## config.mk

```make
export PLATFORM = sky130hd
export DESIGN_NAME = flash_option_bit_decoder
export DESIGN_NICKNAME = d
export VERILOG_FILES = /design/src/option_bits_pkg.sv /design/src/option_loader_seq.sv /design/src/flash_option_bit_decoder.sv
export SDC_FILE = /design/constraint.sdc
export NUM_CORES = 1
export LEC_CHECK = 0
export BUFFER_PORTS_ARGS = -buffer_cell sky130_fd_sc_hd__buf_4
export CORE_MARGIN = 8
export CORE_UTILIZATION = 51
export CTS_BUF_LIST = sky130_fd_sc_hd__clkbuf_8
export DETAILED_ROUTE_END_ITERATION = 6
export PLACE_DENSITY_LB_ADDON = 0.15
export SLEW_MARGIN = 20
export SYNTH_ARGS = -nofsm -noshare
export SYNTH_HDL_FRONTEND = slang
export SYNTH_HIERARCHICAL = 1
export SYNTH_SLANG_ARGS = --single-unit
```

## constraint.sdc

```tcl
create_clock -name core_clk -period 7.95 [get_ports core_clk]
set_clock_uncertainty 0.15 [all_clocks]
set_input_delay 2.385 -clock core_clk [delete_from_list [all_inputs] [get_ports core_clk]]
set_output_delay 2.385 -clock core_clk [all_outputs]
set_load 0.03 [all_outputs]
```

## src/option_bits_pkg.sv

```systemverilog
package option_bits_pkg;

	// Flash locations of the option and trim bytes
	localparam logic [15:0] USER_OPTION_BYTE_ZERO_ADDR   = 16'h0000;
	localparam logic [15:0] USER_OPTION_BYTE_ONE_ADDR    = 16'h0001;
	localparam logic [15:0] TRIM_PAGE_BASE_ADDR          = 16'h0020;
	localparam logic [15:0] RESERVED_TRIM_BYTE_ZERO_ADDR = 16'h0020;
	localparam logic [15:0] RESERVED_TRIM_BYTE_ONE_ADDR  = 16'h0021;
	localparam logic [15:0] OSCILLATOR_TRIM_BYTE_ADDR    = 16'h0022;
	localparam logic [15:0] VOLTAGE_DETECT_TRIM_BYTE_ADDR = 16'h0023;
	localparam logic [15:0] RESERVED_TRIM_BYTE_FOUR_ADDR = 16'h0024;

	// Trim index space
	localparam int          TRIM_COUNT     = 32;
	localparam logic [4:0]  OSC_TRIM_INDEX = 5'h02;
	localparam logic [4:0]  VOLTAGE_DETECT_TRIM_INDEX = 5'h03;
	localparam logic [7:0]  TRIM_INDEX_MAX = 8'h1f;

	// Option byte zero field positions
	localparam int WDT_RESPONSE_BIT   = 7;
	localparam int WDT_ALWAYS_ON_BIT  = 6;
	localparam int OSC_MODE_HI_BIT    = 5;
	localparam int OSC_MODE_LO_BIT    = 4;
	localparam int BROWNOUT_AO_BIT    = 3;
	localparam int READ_PROTECT_BIT   = 2;
	localparam int WRITE_PROTECT_BIT  = 0;
	// Option byte one field positions
	localparam int CRYSTAL_OFF_BIT    = 4;
	// Voltage detect trim field width
	localparam int VOLTAGE_DETECT_TRIM_WIDTH     = 5;

	// Erased flash reads all ones
	localparam logic [7:0] ERASED_BYTE      = 8'hff;
	localparam logic [7:0] TRIM_INDEX_RESET = 8'h00;

	// Threshold in mV: top value and step per count
	localparam logic [11:0] LVD_TOP_MV  = 12'd3600;
	localparam logic [11:0] LVD_STEP_MV = 12'd50;

	typedef enum logic [1:0] {
		OSC_RC_NETWORK = 2'h0,
		OSC_XTAL_MIN   = 2'h1,
		OSC_XTAL_MED   = 2'h2,
		OSC_XTAL_MAX   = 2'h3
	} osc_drive_mode_t;

	typedef struct packed {
		logic            watchdog_response_select;
		logic            watchdog_always_on;
		osc_drive_mode_t oscillator_drive_mode;
		logic            brownout_always_on;
		logic            code_read_protect;
		logic            code_write_protect;
		logic            crystal_off_in_reset;
	} option_controls_t;

	typedef struct packed {
		logic       req;
		logic [7:0] addr;
	} flash_read_t;

endpackage : option_bits_pkg

```

## src/option_loader_seq.sv

```systemverilog
`timescale 1ns/1ps
module option_loader_seq
	import option_bits_pkg::*;
(
	// Clock and reset
	input  wire logic        core_clk,
	input  wire logic        resetn,
	// Reload request
	input  wire logic        reload_req,
	// Flash read port
	output flash_read_t      flash_rd,
	input  wire logic        flash_rd_valid,
	// Progress
	output logic [2:0]       step,
	output logic             step_done,
	output logic             busy
);
	typedef enum logic [1:0] {LD_IDLE, LD_ISSUE, LD_WAIT} ld_state_t;

	ld_state_t  state_q;
	logic [2:0] step_q;

	function automatic logic [7:0] step_addr(input logic [2:0] s);
		unique case (s)
			3'd0:    step_addr = USER_OPTION_BYTE_ZERO_ADDR[7:0];
			3'd1:    step_addr = USER_OPTION_BYTE_ONE_ADDR[7:0];
			3'd2:    step_addr = RESERVED_TRIM_BYTE_ZERO_ADDR[7:0];
			3'd3:    step_addr = RESERVED_TRIM_BYTE_ONE_ADDR[7:0];
			3'd4:    step_addr = OSCILLATOR_TRIM_BYTE_ADDR[7:0];
			3'd5:    step_addr = VOLTAGE_DETECT_TRIM_BYTE_ADDR[7:0];
			default: step_addr = RESERVED_TRIM_BYTE_FOUR_ADDR[7:0];
		endcase
	endfunction : step_addr

	// Starts loading straight out of reset
	always_ff @(posedge core_clk or negedge resetn) begin
		if (!resetn) begin
			state_q <= LD_ISSUE;
			step_q  <= 3'd0;
		end else begin
			unique case (state_q)
				LD_IDLE: begin
					if (reload_req) begin
						state_q <= LD_ISSUE;
						step_q  <= 3'd0;
					end
				end
				LD_ISSUE: state_q <= LD_WAIT;
				LD_WAIT: begin
					if (flash_rd_valid) begin
						if (step_q == 3'd6) begin
							state_q <= LD_IDLE;
						end else begin
							state_q <= LD_ISSUE;
							step_q  <= step_q + 3'd1;
						end
					end
				end
			endcase
		end
	end

	assign flash_rd.req  = (state_q == LD_ISSUE);
	assign flash_rd.addr = step_addr(step_q);
	assign step          = step_q;
	assign step_done     = (state_q == LD_WAIT) && flash_rd_valid;
	assign busy          = (state_q != LD_IDLE);

endmodule : option_loader_seq

```

## src/flash_option_bit_decoder.sv

```systemverilog
// Operation
// Watchdog response bit 0 gives interrupt on time-out, 1 gives system reset.
// Watchdog interrupt taken only while interrupts are globally enabled.
// Always-on bit 0 starts watchdog at power-up and ignores disable attempts.
// Always-on bit 1: watchdog starts on instruction, stops only on reset/recovery.
// Two-bit oscillator mode selects RC, min, medium or max crystal drive.
// Brownout always-on 0: off in STOP only if power control bit requests.
// Brownout always-on 1: brownout stays enabled always, STOP included.
// Read-protect 0 blocks user code reads and limits debugger commands.
// Read-protect 1 allows code access and every debugger command.
// Write-protect 0 rejects user program/erase; debugger mass erase still allowed.
// Write-protect 1 permits program, page erase and mass erase everywhere.
// Crystal-off bit 0 runs crystal during reset, longer; 1 keeps it off.
// Crystal-off bit only enables the crystal, never switches system clock.
// Voltage detect threshold is 3.6 V minus 50 mV per trim count.
// Trim byte at 0022H supplies the working precision oscillator trim.
// Software should leave reserved trim bytes unchanged.
// Every reset or stop recovery copies option bits before the CPU runs.
// Trim index write 00H-1FH selects which byte the next data write changes.
// Erased option bytes read all ones, giving the erased defaults.
`timescale 1ns/1ps
module flash_option_bit_decoder
	import option_bits_pkg::*;
#(
	parameter int TRIM_BYTES = TRIM_COUNT
) (
	// Clock and reset
	input  wire logic              core_clk,
	input  wire logic              resetn,
	input  wire logic              stop_recovery,
	// Flash read port
	output flash_read_t            flash_rd,
	input  wire logic              flash_rd_valid,
	input  wire logic [7:0]        flash_rd_data,
	// Trim index and value registers
	input  wire logic              trim_index_wr,
	input  wire logic              trim_value_wr,
	input  wire logic              trim_value_rd,
	input  wire logic [7:0]        trim_wdata,
	output logic [7:0]             trim_index_register,
	output logic [7:0]             trim_value_register,
	// Processor hold and option controls
	output logic                   cpu_hold,
	output option_controls_t       controls,
	// Watchdog
	input  wire logic              wdt_timeout,
	input  wire logic              wdt_start_instr,
	input  wire logic              wdt_disable_req,
	input  wire logic              irq_global_enable,
	output logic                   wdt_running,
	output logic                   wdt_irq,
	output logic                   wdt_sys_reset,
	// Brownout
	input  wire logic              in_stop_mode,
	input  wire logic              brownout_off_request,
	output logic                   brownout_enable,
	// Debugger and flash controller
	output logic                   code_read_allowed,
	output logic                   debug_full_access,
	input  wire logic              user_program_req,
	input  wire logic              user_page_erase_req,
	input  wire logic              user_mass_erase_req,
	input  wire logic              debug_mass_erase_req,
	output logic                   program_grant,
	output logic                   page_erase_grant,
	output logic                   mass_erase_grant,
	// Oscillator and voltage detect
	output logic                   crystal_run_in_reset,
	output logic [7:0]             precision_osc_trim,
	output logic [VOLTAGE_DETECT_TRIM_WIDTH-1:0] voltage_detect_trim,
	output logic [11:0]            voltage_detect_threshold
);
	logic [7:0]       opt0_q;
	logic [7:0]       opt1_q;
	logic [7:0]       trim_q [TRIM_BYTES];
	logic [7:0]       index_q;
	logic [7:0]       rdata_q;
	logic             wdt_run_q;
	logic             irq_q;
	logic [2:0]       step;
	logic             step_done;
	logic             busy;

	function automatic logic [11:0] lvd_mv(input logic [VOLTAGE_DETECT_TRIM_WIDTH-1:0] code);
		lvd_mv = LVD_TOP_MV - 12'(LVD_STEP_MV * 12'(code));
	endfunction : lvd_mv

	// Sequencer reads the option bytes, then trim bytes 20H..24H
	option_loader_seq u_loader (
		.core_clk       (core_clk),
		.resetn         (resetn),
		.reload_req     (stop_recovery),
		.flash_rd       (flash_rd),
		.flash_rd_valid (flash_rd_valid),
		.step           (step),
		.step_done      (step_done),
		.busy           (busy)
	);

	// CPU held until all holding registers are loaded
	assign cpu_hold = busy;

	// Option holding registers start erased until flash answers
	always_ff @(posedge core_clk or negedge resetn) begin
		if (!resetn) begin
			opt0_q <= ERASED_BYTE;
			opt1_q <= ERASED_BYTE;
		end else if (step_done && step == 3'd0) begin
			opt0_q <= flash_rd_data;
		end else if (step_done && step == 3'd1) begin
			opt1_q <= flash_rd_data;
		end
	end

	// Trim working copies: loaded from flash, rewritten through the index
	always_ff @(posedge core_clk or negedge resetn) begin
		if (!resetn) begin
			for (int i = 0; i < TRIM_BYTES; i++) begin
				trim_q[i] <= ERASED_BYTE;
			end
		end else if (step_done && step >= 3'd2) begin
			trim_q[5'(step - 3'd2)] <= flash_rd_data;
		end else if (trim_value_wr && !busy && index_q <= TRIM_INDEX_MAX) begin
			// Reserved bytes are writable too; software must not touch them
			trim_q[index_q[4:0]] <= trim_wdata;
		end
	end

	always_ff @(posedge core_clk or negedge resetn) begin
		if (!resetn) begin
			index_q <= TRIM_INDEX_RESET;
		end else if (trim_index_wr) begin
			index_q <= trim_wdata;
		end
	end

	// Out-of-range index reads back zero
	always_ff @(posedge core_clk or negedge resetn) begin
		if (!resetn) begin
			rdata_q <= 8'h00;
		end else if (trim_value_rd) begin
			rdata_q <= (index_q <= TRIM_INDEX_MAX) ? trim_q[index_q[4:0]] : 8'h00;
		end
	end

	assign trim_index_register = index_q;
	assign trim_value_register = rdata_q;

	always_comb begin
		controls.watchdog_response_select = opt0_q[WDT_RESPONSE_BIT];
		controls.watchdog_always_on       = opt0_q[WDT_ALWAYS_ON_BIT];
		controls.oscillator_drive_mode    =
			osc_drive_mode_t'(opt0_q[OSC_MODE_HI_BIT:OSC_MODE_LO_BIT]);
		controls.brownout_always_on       = opt0_q[BROWNOUT_AO_BIT];
		controls.code_read_protect        = opt0_q[READ_PROTECT_BIT];
		controls.code_write_protect       = opt0_q[WRITE_PROTECT_BIT];
		controls.crystal_off_in_reset     = opt1_q[CRYSTAL_OFF_BIT];
	end

	// Watchdog run state; always-on ignores disable requests
	always_ff @(posedge core_clk or negedge resetn) begin
		if (!resetn) begin
			wdt_run_q <= 1'b0;
		end else if (stop_recovery) begin
			wdt_run_q <= 1'b0;
		end else if (!controls.watchdog_always_on) begin
			wdt_run_q <= !busy;
		end else if (wdt_start_instr) begin
			wdt_run_q <= 1'b1;
		end
	end
	// A disable request has no path here: only reset or recovery stop it
	logic unused_disable;
	assign unused_disable = wdt_disable_req;

	// Interrupt pending until acknowledged by global enable
	always_ff @(posedge core_clk or negedge resetn) begin
		if (!resetn) begin
			irq_q <= 1'b0;
		end else if (wdt_timeout && wdt_run_q && !controls.watchdog_response_select) begin
			irq_q <= 1'b1;
		end else if (irq_global_enable) begin
			irq_q <= 1'b0;
		end
	end

	assign wdt_running   = wdt_run_q;
	assign wdt_irq       = irq_q && irq_global_enable;
	assign wdt_sys_reset = wdt_timeout && wdt_run_q
		&& controls.watchdog_response_select;

	assign brownout_enable = controls.brownout_always_on
		|| !(in_stop_mode && brownout_off_request);

	assign code_read_allowed = controls.code_read_protect;
	assign debug_full_access = controls.code_read_protect;

	// Requests during load are refused so stale protection cannot leak
	assign program_grant    = user_program_req && controls.code_write_protect && !busy;
	assign page_erase_grant = user_page_erase_req && controls.code_write_protect && !busy;
	assign mass_erase_grant = !busy && ((user_mass_erase_req && controls.code_write_protect)
		|| debug_mass_erase_req);

	// Crystal enable only; clock source selection stays with software
	assign crystal_run_in_reset = !controls.crystal_off_in_reset;

	assign precision_osc_trim       = trim_q[OSC_TRIM_INDEX];
	assign voltage_detect_trim      = trim_q[VOLTAGE_DETECT_TRIM_INDEX][VOLTAGE_DETECT_TRIM_WIDTH-1:0];
	assign voltage_detect_threshold = lvd_mv(voltage_detect_trim);

endmodule : flash_option_bit_decoder

```

; ---- Word level (Yosys, flattened, before mapping)
; Cells that the tools add are included.
; Widths: inputs -> output; s select.
[totals]
ff_bits = 292
out_inout_bits = 69
[op_classes]
multipliers = 1
bitwise_logic = 3
n_mux = 26
n_eq_ne = 12
n_addsub = 3
n_lt_le_gt_ge = 6
n_reduce_logical = 34
[op_table]
columns = cell, count
row1 = $bwmux 256, 2
row2 = $mux 256, 2
row3 = $demux 8 s5, 2
row4 = $bmux 8 s5, 1
row5 = $mux 8, 5
row6 = $pmux 6 s6, 1
row7 = $logic_and 1x1->1, 19
row8 = $ge 6x6->1 const B, 2
row9 = $lt 6x1->1 const B, 2
row10 = $not 5->6, 2
row11 = $sub 12x11->12 const A, 1
row12 = $mul 5x5->10 const A, 1
row13 = $eq 3x3->1 const B, 3
row14 = $mux 3, 3
row15 = $le 8x5->1 const B, 1
row16 = $reduce_bool 2->1, 4
row17 = $eq 3x2->1 const B, 2
row18 = $mux 1, 6
row19 = $ne 2x2->1 const B, 3
row20 = $pmux 2 s3, 1
row21 = $pmux 3 s2, 1
row22 = $logic_not 1->1, 4
row23 = $mux 2, 2
row24 = $reduce_and 2->1, 2
row25 = other kinds (12), 13

; ---- Logic depth before layout (Yosys ltp)
[depth]
ltp_word = 8
depth_mapped = 11
depth_no_buf = 10

; ---- By module
; The synthesis kept the hierarchy.
[by_module_without_submodules]
columns = module, area_each_um2, n_inst, cells_each
row1 = flash_option_bit_decoder, 15578.7, 1, 1435
row2 = option_loader_seq, 389.1, 1, 45

; ---- Worst setup path after synthesis
; No wires, ideal clock.
[synth_path]
path_type = register to output
startpoint = register trim_q (netlist bit voltage_detect_trim[1])
endpoint = output port voltage_detect_threshold[10]
arrival_time_ps = 3160
slack_ps = 2255
stages_incl_launch_ff = 11
cell_sequence = dfstp_2 inv_1 ha_1 ha_1 inv_1 fa_1 xnor2_1 a2111oi_0 o21ai_0 o21ai_0 xor2_1
[synth_between]
elab_chain_cells = 2
[synth_rtl]
columns = element, line
row1 = start: declaration, flash_option_bit_decoder.sv:75  ; logic [7:0] trim_q [TRIM_BYTES];
row2 = start signal: indexed assignment, flash_option_bit_decoder.sv:122  ; trim_q[5'(step - 3'd2)] <= flash_rd_data;
row3 = start signal: indexed assignment, flash_option_bit_decoder.sv:125  ; trim_q[index_q[4:0]] <= trim_wdata;
row4 = $mul 5x5->10, flash_option_bit_decoder.sv:85  ; lvd_mv = LVD_TOP_MV - 12'(LVD_STEP_MV * 12'(code));
row5 = $sub 12x11->12, flash_option_bit_decoder.sv:85
row6 = end: declaration, flash_option_bit_decoder.sv:71  ; output logic [11:0] voltage_detect_threshold
; No other way between the ends.

; ---- Worst setup path in the final report
[layout_path]
startpoint = register trim_q (netlist bit voltage_detect_trim[2])
endpoint = output port voltage_detect_threshold[10]
; The elaborated chain is that of the path after synthesis.

==> impl_metrics.env <==
export IMPL_outcome="completed"
export IMPL_grt_pass1_wl_mm=74.5
export IMPL_placed_cell_area_um2=16500
export IMPL_hold_viol=0
export IMPL_required_ns=5.41
export IMPL_stdcell_area_um2=17600
export IMPL_grt_pass1_vias=12200
export IMPL_numCtsBuffers=51
export IMPL_rr_startpoint="u_loader/step[1]"
export IMPL_min_to="trim_q[51]"
export IMPL_p_leak_uw=0.00736
export IMPL_ys_flop_type="dfstp_2"
export IMPL_cts_htree_levels=2
export IMPL_antenna_cells=0
export IMPL_setup_tns_ns=0
export IMPL_core_area_um2=30700
export IMPL_clock_path_buffers=3
export IMPL_crit_family="adder cells"
export IMPL_cap_violations=0
export IMPL_hold_buffers=0
export IMPL_slew_limit_headroom=0.280
export IMPL_synthCells=1480
export IMPL_fin_crit_ns=6.36
export IMPL_ys_top_cells_by_count="265 x dfstp_2, 163 x mux2_2, 128 x mux2i_1"
export IMPL_worst_slew_pin_slew_ns=1.08
export IMPL_detail_route_wl_per_cell_um=25.5
export IMPL_first_pass_iters=7
export IMPL_vias=12100
export IMPL_antenna_found_initial=0
export IMPL_clk_pin_slew_ns=0.06
export IMPL_p_per_area_nw_per_um2=253
export IMPL_grt_max_degree=140
export IMPL_pin_count=102
export IMPL_post_cts_resized=0
export IMPL_ir_worst_vdd_v=0.000204
export IMPL_gp_congestion=0.937
export IMPL_port_buffers=95
export IMPL_drc_errors=0
export IMPL_crit_chain="inv_1 > ha_1 > ha_1 > inv_1 > fa_1 > xnor2_1 > a2111oi_0 > o21ai_0 > o21ai_0 > xor2_1 > buf_4"
export IMPL_ys_types=69
export IMPL_start_kind="flop"
export IMPL_async_flop_share=1.00
export IMPL_syn2layout_area_growth_pct=10.0
export IMPL_crit_type="flop to output pin"
export IMPL_max_freq_ghz=0.157
export IMPL_synth_top_area_share=0.436
export IMPL_die_w_um=193
export IMPL_ys_warn_count=6
export IMPL_start_util=0.519
export IMPL_rr_endpoint="trim_q[81]"
export IMPL_rows=64
export IMPL_drt_iter0_drc=1198
export IMPL_place_hpwl_mm=32.1
export IMPL_cts_root_buf="clkbuf_8"
export IMPL_fin_crit_sh=0.800
export IMPL_die_area_um2=37200
export IMPL_synthTopCellsByArea="dfstp_2 44%, mux2_2 11%, mux2i_1 8.0%, a21oi_1 3.5%, dfrtp_1 3.4%"
export IMPL_arrival_ns=3.82
export IMPL_syn_area_per_cell_um2=10.8
export IMPL_die_h_um=193
export IMPL_min_from="trim_q[51]"
export IMPL_vias_per_cell=6.27
export IMPL_cp_end_kind="output pin"
export IMPL_grt_total_usage=0.265
export IMPL_critPathSlowestCell="dfstp_2"
export IMPL_cts_tree="yes"
export IMPL_grt_overflow=0
export IMPL_critPathMaxFanout=8
export IMPL_cp_buffers_inverters=3
export IMPL_post_cts_buffers=0
export IMPL_rsz0062_at_grt="false"
export IMPL_clk_latency_ns=0.58
export IMPL_final_net_count=1551
export IMPL_synth_edff_count=0
export IMPL_cts_sinks=287
export IMPL_ant_nets=0
export IMPL_reg2reg_depth=7
export IMPL_yosysMostFrequentCell="dfstp_2"
export IMPL_syn_area_um2=16000
export IMPL_regToRegSetupSlack_ns=4.37
export IMPL_ys_seq_elements=287
export IMPL_max_stage_delay_ns=0.64
export IMPL_totalWireLength_mm=49.2
export IMPL_drive_above_1_share=0.418
export IMPL_hp_class="flop to flop"
export IMPL_yosysTopAreaCell="dfstp_2"
export IMPL_slew_violations=0
export IMPL_ys_seq_area_frac=0.471
export IMPL_holdPathStages=2
export IMPL_setup_viol=0
## worst reg2reg max path, cell delays in order, from the launching register on
cell and delay [ns]:
dfrtp_1 0.52, inv_1 0.16, ha_1 0.25, nand2b_1 0.80
nand3_4 0.24, or3_1 0.68, nor2_8 0.32, mux2_2 0.37
## how the worst max path moves through the flow
| stage | endpoint | startpoint | cells past startpoint | slack, ns |
|---|---|---|---|---|
| 2_1_floorplan | voltage_detect_threshold[10] | voltage_detect_trim[1] | 10 | 2.26 |
| 3_3_place_gp | voltage_detect_threshold[10] | voltage_detect_trim[1] | 11 | 2.11 |
| 3_5_place_dp | voltage_detect_threshold[10] | voltage_detect_trim[2] | 11 | 2.14 |
| 4_1_cts | voltage_detect_threshold[10] | voltage_detect_trim[2] | 11 | 1.52 |
| 5_1_grt | voltage_detect_threshold[10] | voltage_detect_trim[1] | 11 | 1.33 |
| 6_report | voltage_detect_threshold[10] | voltage_detect_trim[2] | 11 | 1.59 |
## where the power goes
| group | switching, uW | internal (uW) | total (uW) | leakage, uW |
|---|---|---|---|---|
| Sequential | 146 | 1790 | 1930 | 0.00302 |
| Clock | 624 | 727 | 1350 | 0.000595 |
| Combinational | 719 | 433 | 1150 | 0.00374 |
| Total | 1490 | 2950 | 4440 | 0.00736 |
## logic make-up after synthesis
family | synth area share
compound gates | 0.132
simple gates | 0.120
mux | 0.199
flops | 0.471
buf+inv | 0.0528
fa+ha+maj | 0.0185
xor+xnor | 0.00603
other cells | 0.000470
## state kept, by name, indices dropped and copies added (netlist names)
name	flops
trim_q	243
precision_osc_trim	8
trim_index_register	8
trim_value_register	8
opt0_q	7
voltage_detect_trim	5
u_loader/step	3
u_loader/state_q	2
irq_q	1
opt1_q	1
wdt_running	1
## metrics by stage
step	util	setup slack, ns	total power, uW	cells	hold WS [ns]
floorplan	-	2.26	2700	1483	0.307
global placement	0.538	2.11	3070	1837	0.316
detailed placement	0.538	2.14	3100	1837	0.325
CTS	0.570	1.52	4460	1927	0.333
global route	0.571	1.33	4640	1928	0.345
finish	0.571	1.59	4440	1928	0.334
## cell type report
class / count / area [um2]
Fill cell: 2721 / 13200
Multi-Input combinational cell: 1022 / 7640
Sequential cell: 287 / 7520
Clock buffer: 65 / 895
Timing Repair Buffer: 103 / 813
Tap cell: 396 / 495
Inverter: 30 / 113
Clock inverter: 25 / 103
## layout by cell type (no fill, tap or decap), drive strengths merged, types with 54 or more instances in the layout
cell type	Yosys	layout
inv	30	54
mux2	169	169
a22oi	61	61
o21ai	59	59
buf	90	103
nor2	142	142
mux2i	128	128
a21oi	111	111
clkbuf	54	65
o22ai	73	73
nand2	76	76
dfstp	265	265
## layer usage
| metal | vias up | track usage | part of all wire |
|---|---|---|---|
| li1 | 5344 | - | - |
| met1 | 6066 | 0.363 | 0.43 |
| met2 | 568 | 0.400 | 0.44 |
| met3 | 109 | 0.0647 | 0.092 |
| met4 | 0 | 0.109 | 0.037 |
| met5 | - | 0 | 0 |
Note: power is estimated with default switching activity, not from simulation.
